$ cat config.mk
export PLATFORM = sky130hd
export DESIGN_NAME = ahpr_host_port
export DESIGN_NICKNAME = d
export VERILOG_FILES = /design/src/include/ahpr_pkg.sv /design/src/verilog/ahpr_host_port.sv /design/src/verilog/ahpr_sar_core.sv
export SDC_FILE = /design/constraint.sdc
export NUM_CORES = 1
export LEC_CHECK = 0
export BUFFER_PORTS_ARGS = -buffer_cell sky130_fd_sc_hd__buf_4
export CORE_ASPECT_RATIO = 1.75
export CORE_UTILIZATION = 42
export DETAILED_ROUTE_END_ITERATION = 7
export SYNTH_ARGS = -nofsm -noshare
export SYNTH_HDL_FRONTEND = slang
export SYNTH_SLANG_ARGS = --single-unit
$ cat constraint.sdc
create_clock -name clk -period 3 [get_ports clk]
set_input_delay 0.45 -clock clk [delete_from_list [all_inputs] [get_ports clk]]
set_output_delay 0.45 -clock clk [all_outputs]
set_load 0.05 [all_outputs]
$ cat src/include/ahpr_pkg.sv
package ahpr_pkg;
  localparam int BYTE_W       = 8;
  localparam int CHAN_W       = 4;
  localparam int PIN_N        = 6;
  localparam int MUX_N        = 16;
  // control word fields (bit 0 is the 2^-8 position of each byte)
  localparam int SC_BIT       = 0;    // in the high byte
  localparam int CHAN_LSB     = 0;    // in the low byte, msb at 2^-5
  // result word: done flag in the high byte, all other high bits zero
  localparam int DONE_BIT     = 0;
  // digital word: pins in high byte, channel split over both bytes
  localparam int PIN_LSB      = 2;
  localparam int CHAN_HI_W    = 2;
  localparam int CHAN_LO_W    = 2;
  // inputs wired to the multiplexer; 6..9 stay dark
  localparam logic [15:0] CHAN_USED = 16'hfc3f;
  // pin reset must be seen low for this many device clock rises
  localparam logic [1:0] RST_HOLD = 2'h3;
  // converter timing in system clock cycles
  localparam int ACQ_CYCLES   = 16;
  localparam int BIT_CYCLES   = 8;
  localparam logic [BYTE_W-1:0] TRIAL_MSB = 8'h80;

  typedef struct packed {
    logic              bclk_q;
    logic              ptr_lo;
    logic [BYTE_W-1:0] wr_hi;
    logic              sc;
    logic [CHAN_W-1:0] chan;
    logic              done;
    logic [BYTE_W-1:0] result;
    logic [BYTE_W-1:0] dout;
    logic              doe;
    logic [1:0]        rst_cnt;
    logic              start;
    logic              abort;
    logic [MUX_N-1:0]  mux;
  } ahpr_port_type;
endpackage

$ cat src/verilog/ahpr_host_port.sv
`timescale 1ns/10ps
`default_nettype none
// Contract
// host pulses reset low at power-up
// high byte driven while clock high, float low
// next rising edge gives low byte, held
// support word writes, word/byte and repeat reads
// unused control bits are ignored
// trigger bit starts conversion after full write
// channel code decodes to inputs, 6-9 unused
// done flag set on completed conversion
// word write to command clears done flag
// other result high bits read zero
// result byte in low byte
// digital word shows shared pin levels
// digital word shows held channel code
// low digital bits 2^-3..2^-8 meaningless
// pointer home after chip select high cycle
// register pick selects result or digital word
// new command aborts running conversion
// reset held three clocks idles, floats, keeps result
// channel field in low nibble bits 2^-5..2^-8
module ahpr_host_port #(
  parameter int ACQ  = ahpr_pkg::ACQ_CYCLES,
  parameter int BITC = ahpr_pkg::BIT_CYCLES
) (
  input  wire logic                          clk,
  input  wire logic                          srst,
  input  wire logic                          bus_clk,
  input  wire logic                          cs_n,
  input  wire logic                          rd_wr_n,
  input  wire logic                          register_pick,
  input  wire logic                          dev_reset_n,
  input  wire logic [ahpr_pkg::BYTE_W-1:0]   data_in,
  output logic      [ahpr_pkg::BYTE_W-1:0]   data_out,
  output logic                               data_oe,
  input  wire logic [ahpr_pkg::PIN_N-1:0]    shared_input_pins,
  input  wire logic                          cmp_hi,
  output logic      [ahpr_pkg::MUX_N-1:0]    mux_sel,
  output logic                               sampling,
  output logic      [ahpr_pkg::BYTE_W-1:0]   trial_code
);
  import ahpr_pkg::*;

  ahpr_port_type     s_r, s_nxt;
  logic              bclk_rise, bclk_fall, core_done, core_busy;
  logic [BYTE_W-1:0] core_result;
  logic [15:0]       result_word, digital_word, sel_word;
  logic [MUX_N-1:0]  chan_hot;
  logic              rd_en, wr_en, in_reset, wr_done;

  ////////////////////////////////////////////////////////////////////////
  // bus clock edges and access qualifiers
  assign bclk_rise = bus_clk & ~s_r.bclk_q;
  assign bclk_fall = ~bus_clk & s_r.bclk_q;
  assign in_reset  = ~dev_reset_n;
  assign rd_en     = ~cs_n & rd_wr_n & ~in_reset;
  assign wr_en     = bclk_rise & ~cs_n & ~rd_wr_n & ~in_reset;
  assign wr_done   = wr_en & s_r.ptr_lo;

  // readable words; everything above the done flag reads zero
  always_comb begin
    result_word                  = '0;
    result_word[BYTE_W+DONE_BIT] = s_r.done;
    result_word[BYTE_W-1:0]      = s_r.result;
    digital_word = '0;
    digital_word[BYTE_W+PIN_LSB +: PIN_N] = shared_input_pins;
    digital_word[BYTE_W +: CHAN_HI_W] =
      s_r.chan[CHAN_W-1 -: CHAN_HI_W];
    digital_word[BYTE_W-1 -: CHAN_LO_W] = s_r.chan[CHAN_LO_W-1:0];
    sel_word = register_pick ? digital_word : result_word;
  end

  // multiplexer decode, one select line per input
  for (genvar i = 0; i < MUX_N; i++) begin : g_dec
    assign chan_hot[i] = (s_r.chan == CHAN_W'(i)) & CHAN_USED[i];
  end

  ////////////////////////////////////////////////////////////////////////
  // byte pointer, command capture, status and reset handling
  always_comb begin
    s_nxt        = s_r;
    s_nxt.bclk_q = bus_clk;
    s_nxt.start  = 1'b0;
    s_nxt.abort  = 1'b0;
    s_nxt.mux    = chan_hot;
    // pointer advances after the first access cycle, homes on idle
    if (bclk_fall && !cs_n)          s_nxt.ptr_lo = 1'b1;
    if ((bclk_rise && cs_n) || in_reset) s_nxt.ptr_lo = 1'b0;
    // bus is driven only in the high half of a read cycle
    s_nxt.doe  = rd_en & bus_clk;
    s_nxt.dout = s_r.ptr_lo ? sel_word[BYTE_W-1:0]
                            : sel_word[2*BYTE_W-1:BYTE_W];
    // high command byte waits here until the low byte completes the word
    if (wr_en && !s_r.ptr_lo) s_nxt.wr_hi = data_in;
    if (wr_done) begin
      // only the trigger and the channel nibble are kept
      s_nxt.sc    = s_r.wr_hi[SC_BIT];
      s_nxt.chan  = data_in[CHAN_LSB +: CHAN_W];
      s_nxt.done  = 1'b0;
      s_nxt.start = s_r.wr_hi[SC_BIT];
    end
    // a finishing conversion wins over a clearing write
    if (core_done) begin
      s_nxt.done   = 1'b1;
      s_nxt.result = core_result;
    end
    // pin reset counts device clocks; result is left untouched
    if (!in_reset) s_nxt.rst_cnt = 2'h0;
    else if (bclk_rise && s_r.rst_cnt != RST_HOLD)
      s_nxt.rst_cnt = s_r.rst_cnt + 2'h1;
    if (in_reset && s_r.rst_cnt == RST_HOLD) begin
      s_nxt.sc    = 1'b0;
      s_nxt.abort = 1'b1;
      s_nxt.start = 1'b0;
    end
  end

  always_ff @(posedge clk) begin
    if (srst) s_r <= '0;
    else      s_r <= s_nxt;
  end

  // converter core; start is a one-clk pulse, abort stays high while a counted pin reset lasts, both from the state flops
  ahpr_sar_core #(.ACQ(ACQ), .BITC(BITC)) u_core (
    .clk      (clk),
    .srst     (srst),
    .start    (s_r.start),
    .abort    (s_r.abort),
    .cmp_hi   (cmp_hi),
    .sampling (sampling),
    .busy     (core_busy),
    .done     (core_done),
    .result   (core_result),
    .trial    (trial_code)
  );

  // outputs leave straight from the state flops
  assign data_out = s_r.dout;
  assign data_oe  = s_r.doe;
  assign mux_sel  = s_r.mux;
endmodule
`default_nettype wire

$ cat src/verilog/ahpr_sar_core.sv
`timescale 1ns/10ps
`default_nettype none
module ahpr_sar_core #(
  parameter int ACQ = ahpr_pkg::ACQ_CYCLES,
  parameter int BITC = ahpr_pkg::BIT_CYCLES
) (
  input  wire logic                        clk,
  input  wire logic                        srst,
  input  wire logic                        start,
  input  wire logic                        abort,
  input  wire logic                        cmp_hi,
  output logic                             sampling,
  output logic                             busy,
  output logic                             done,
  output logic [ahpr_pkg::BYTE_W-1:0]      result,
  output logic [ahpr_pkg::BYTE_W-1:0]      trial
);
  import ahpr_pkg::*;

  typedef enum logic [1:0] {IDLE, ACQUIRE, CONVERT} ahpr_st_type;
  typedef struct packed {
    ahpr_st_type       st;
    logic [15:0]       cnt;
    logic [2:0]        bitn;
    logic [BYTE_W-1:0] trial;
    logic [BYTE_W-1:0] result;
    logic              done;
    logic              samp;
  } ahpr_core_type;

  ahpr_core_type s_r, s_nxt;
  localparam logic [15:0] ACQ_LAST = 16'(ACQ - 1);
  localparam logic [15:0] BIT_LAST = 16'(BITC - 1);

  ////////////////////////////////////////////////////////////////////////
  // successive approximation: sample, then one trial bit per step
  always_comb begin
    s_nxt      = s_r;
    s_nxt.done = 1'b0;
    unique case (s_r.st)
      IDLE: ;
      ACQUIRE: begin
        s_nxt.cnt = s_r.cnt + 16'h1;
        if (s_r.cnt == ACQ_LAST) begin
          s_nxt.st    = CONVERT;
          s_nxt.cnt   = 16'h0;
          s_nxt.bitn  = 3'h7;
          s_nxt.trial = TRIAL_MSB;
        end
      end
      CONVERT: begin
        s_nxt.cnt = s_r.cnt + 16'h1;
        if (s_r.cnt == BIT_LAST) begin
          s_nxt.cnt = 16'h0;
          // comparator low means the trial overshot the input
          if (!cmp_hi) s_nxt.trial[s_r.bitn] = 1'b0;
          if (s_r.bitn == 3'h0) begin
            s_nxt.st     = IDLE;
            s_nxt.done   = 1'b1;
            s_nxt.result = s_nxt.trial;
          end else begin
            s_nxt.trial[s_r.bitn - 3'h1] = 1'b1;
            s_nxt.bitn = s_r.bitn - 3'h1;
          end
        end
      end
    endcase
    // a fresh start restarts acquisition even mid conversion
    if (abort) s_nxt.st = IDLE;
    if (start) begin
      s_nxt.st  = ACQUIRE;
      s_nxt.cnt = 16'h0;
    end
    // registered so the sampling output leaves straight from a flop
    s_nxt.samp = (s_nxt.st == ACQUIRE);
  end

  always_ff @(posedge clk) begin
    if (srst) s_r <= '0;
    else      s_r <= s_nxt;
  end

  assign sampling = s_r.samp;
  assign busy     = (s_r.st != IDLE);
  assign done     = s_r.done;
  assign result   = s_r.result;
  assign trial    = s_r.trial;
endmodule
`default_nettype wire

==> flow_summary_export.csv <==
group,metric,value,unit
critical_path,critPathKind,"reg2reg",
global_route,grt_util_all_layers,0.164,
floorplan,die-area,0.00904,mm²
synth,yosys.area.top_type,"dfxtp_1",
critical_path,arrival,2.62,ns
power_and_ir_drop,p_switching,0.472,mW
global_route,grt_max_degree,57,
floorplan,start_util,0.434,
finish,regArea,0.00160,mm²
global_route,grt_overflow_total,0,
synth,ys_types,54,
global_route,antenna_found_initial,0,
run_status,outcome,"completed",
timing,fin_crit_sh,0.786,
synth,synth_top_area_frac,0.441,
floorplan,core,0.00837,mm²
clock_network,cts_resized,0,
route,routed_wl,6750,µm
floorplan,die_h,125,µm
critical_path,path_cells,"inv_1, ha_1, and4b_1, a41oi_2, a21oi_2, or3_1, nor2_1",
timing,timing.final.crit_period,2.36,ns
clock_network,cts_max_path_buffers,2,
synth,synth_area_per_cell,9.06,µm²
synth,ys.warnings.count,0,
timing,holdWs,0.294,ns
power_and_ir_drop,p_int,1.87,mW
synth,syn_inst,401,
synth,synth_enable_flop_cells,0,
power_and_ir_drop,pwr-share-clk,0.506,
synth,ys_ff_latch,80,
clock_network,ctsHoldBuffers,0,
clock_network,clock_latency,0.33,ns
floorplan,die_x,72.3,µm
placement,dp_hpwl,4940,µm
route,via_per_inst,5.00,
synth,yosys_most_used_dff,"dfxtp_1",
global_route,grt_pass1_vias,2677,
power_and_ir_drop,powerDensity,568,mW/mm²
power_and_ir_drop,pwr-share-seq,0.457,
clock_network,cts_buffers,9,
placement,place_ws,0.627,ns
critical_path,cp-start-kind,"register",
synth,synthTopCellsByArea,"dfxtp_1 44%, buf_4 7.0%, nor2_1 6.8%",
placement,io_buffers,47,
finish,drive_gt1_frac,0.201,
synth,async_flop_share,0,
power_and_ir_drop,leakage,1.60,nW
power_and_ir_drop,vdd_drop_max,0.313,mV
clock_network,cts.clk_slew.worst_paths,0.06,ns
critical_path,slowest_stage,"or3_1",
timing,final.setup.worst_slack,0.642,ns
finish,multi_input_area,0.00167,mm²
clock_network,cts-root-buf,"clkbuf_16",
timing,final.setup_skew,0.00544,ns
placement,gp_congestion,0.940,
route,wire_per_inst,12.7,µm
clock_network,post_cts_buffers,0,
critical_path,worstPathRequired,3.26,ns
timing,worst_pin_slew,0.696,ns
timing,max_freq,0.424,GHz
timing,rsz0062_at_grt,"no",
critical_path,endpoint_kind,"register",
route,dr.pass1.iters,5,
synth,syn-cell-area,0.00363,mm²
synth,ys_seq_area_frac,0.441,
power_and_ir_drop,pwr-share-comb,0.038,
finish,num-nets-final,441,
route,drt_iter0_drc,143,
finish,fin_util,0.494,
hold_path,min_path_type,"in2reg",
synth,synth_most_common_cell,"dfxtp_1",
timing,finalSetupViolations,0,
flow_run,maxCapViolCount,0,
route,ant_nets,0,
global_route,grt_first_pass_wirelength,11600,µm
route,dr_total_vias,2663,
power_and_ir_drop,p_sw_frac,0.201,
timing,hold_viol,0,
finish,fillers,793,
finish,syn_to_final_growth,13.8,%
timing,maxSlewViolCount,0,
timing,final.setup.tns,0,ns
critical_path,cp_slowest_stage_delay,0.57,ns
clock_network,cts_sinks,80,
route,route.detailed.drc,0,
floorplan,rows,44,
floorplan,boundaryPins,56,
clock_network,htreeDepth,3,
critical_path,cp_max_fo,16,
synth,synthTopCellsByCount,"80 x dfxtp_1, 66 x nor2_1, 34 x buf_4",
clock_network,cts_tree,"built",
timing,slew_headroom,0.535,
finish,antenna_cells,0,
cells by family (layout without fill, tap and decap cells):
family | Yosys count | after routing | synth area share
other | 1 | 4 | 0.00103
muxes | 19 | 19 | 0.0530
xor gates and xnor gates | 18 | 18 | 0.0434
buffers and inverters | 57 | 71 | 0.103
DFF | 80 | 80 | 0.441
adders and majority gates | 6 | 6 | 0.0207
AOI/OAI and AO/OA | 59 | 59 | 0.105
and+or+nand+nor | 161 | 161 | 0.233
worst paths after layout:
path	cells past startpoint	startpoint	slack, ns	to
setup / recovery	7	u_core.s_r[37]	0.64	u_core.s_r[23]
hold reg to reg	2	u_core.result[2]	0.46	u_core.result[2]
setup reg to reg	7	u_core.s_r[37]	0.64	u_core.s_r[23]
hold / removal	2	cs_n	0.29	data_oe
layout by cell type, fill, tap and decap left out, drive strengths merged, types with 3 or more instances in the layout:
cell	netlist	layout
o31ai	5	5
inv	7	7
nand3	11	11
xor2	11	11
nor2b	6	6
buf	37	48
clkbuf	12	12
o21ai	11	11
nand2b	7	7
nand2	26	26
ha	6	6
or3	3	3
nor3	10	10
mux2i	17	17
nor4	4	4
conb	1	4
nor2	66	66
dfxtp	80	80
a21oi	23	23
xnor2	7	7
a22oi	7	7
nand4	6	6
or2	7	7
area by class of cell:
class / instances / area share
sequential: 80 / 0.387
timing repair buffer: 48 / 0.0872
clock buffer: 12 / 0.0620
clock inverter: 4 / 0.0185
multi-input combinational: 267 / 0.404
inverter: 7 / 0.00636
tap: 115 / 0.0348
per-stage QoR:
stage / area [µm²] / total power [mW] / cells
after floorplan: 3640 / 1.16 / 404
after global routing: 4130 / 2.43 / 533
after CTS: 4130 / 2.38 / 533
after detailed placement: 3800 / 1.18 / 517
final: 4130 / 2.35 / 533
after global placement: 3800 / 1.18 / 517
power by group through the flow:
stage          combinational [mW]  clock, mW  sequential [mW]
2_1_floorplan              0.0694          0             1.09
3_3_place_gp               0.0888          0             1.09
3_5_place_dp               0.0896          0             1.09
4_1_cts                    0.0897       1.22             1.07
5_1_grt                    0.0960       1.26             1.07
6_report                   0.0883       1.19             1.07
per-layer routing:
metal  GRT usage  vias to the layer above  part of all wire
met4       0.104                        0             0.036
met2       0.291                       53              0.55
met3      0.0516                       16             0.041
met1       0.157                     1239              0.38
met5           0                        -                 0
li1            -                     1355                 -
sequential cells by signal, indices dropped and copies added, names as in the netlist:
register	count
s_r	7
u_core.done	1
data_out	8
mux_sel	12
digital_word	4
result_word	9
data_oe	1
u_core.s_r	21
u_core.result	8
u_core.trial	8
u_core.sampling	1
worst max-delay path: cells and delay by family (launching register included):
family,cells,cell delay [ns]
AO/OA/AOI/OAI,2,0.40
adder cells (fa/ha/maj),1,0.46
flip-flops,1,0.35
AND/OR/NAND/NOR,3,1.02
buffers and inverters,1,0.05
(Power assumes the default switching activity.)
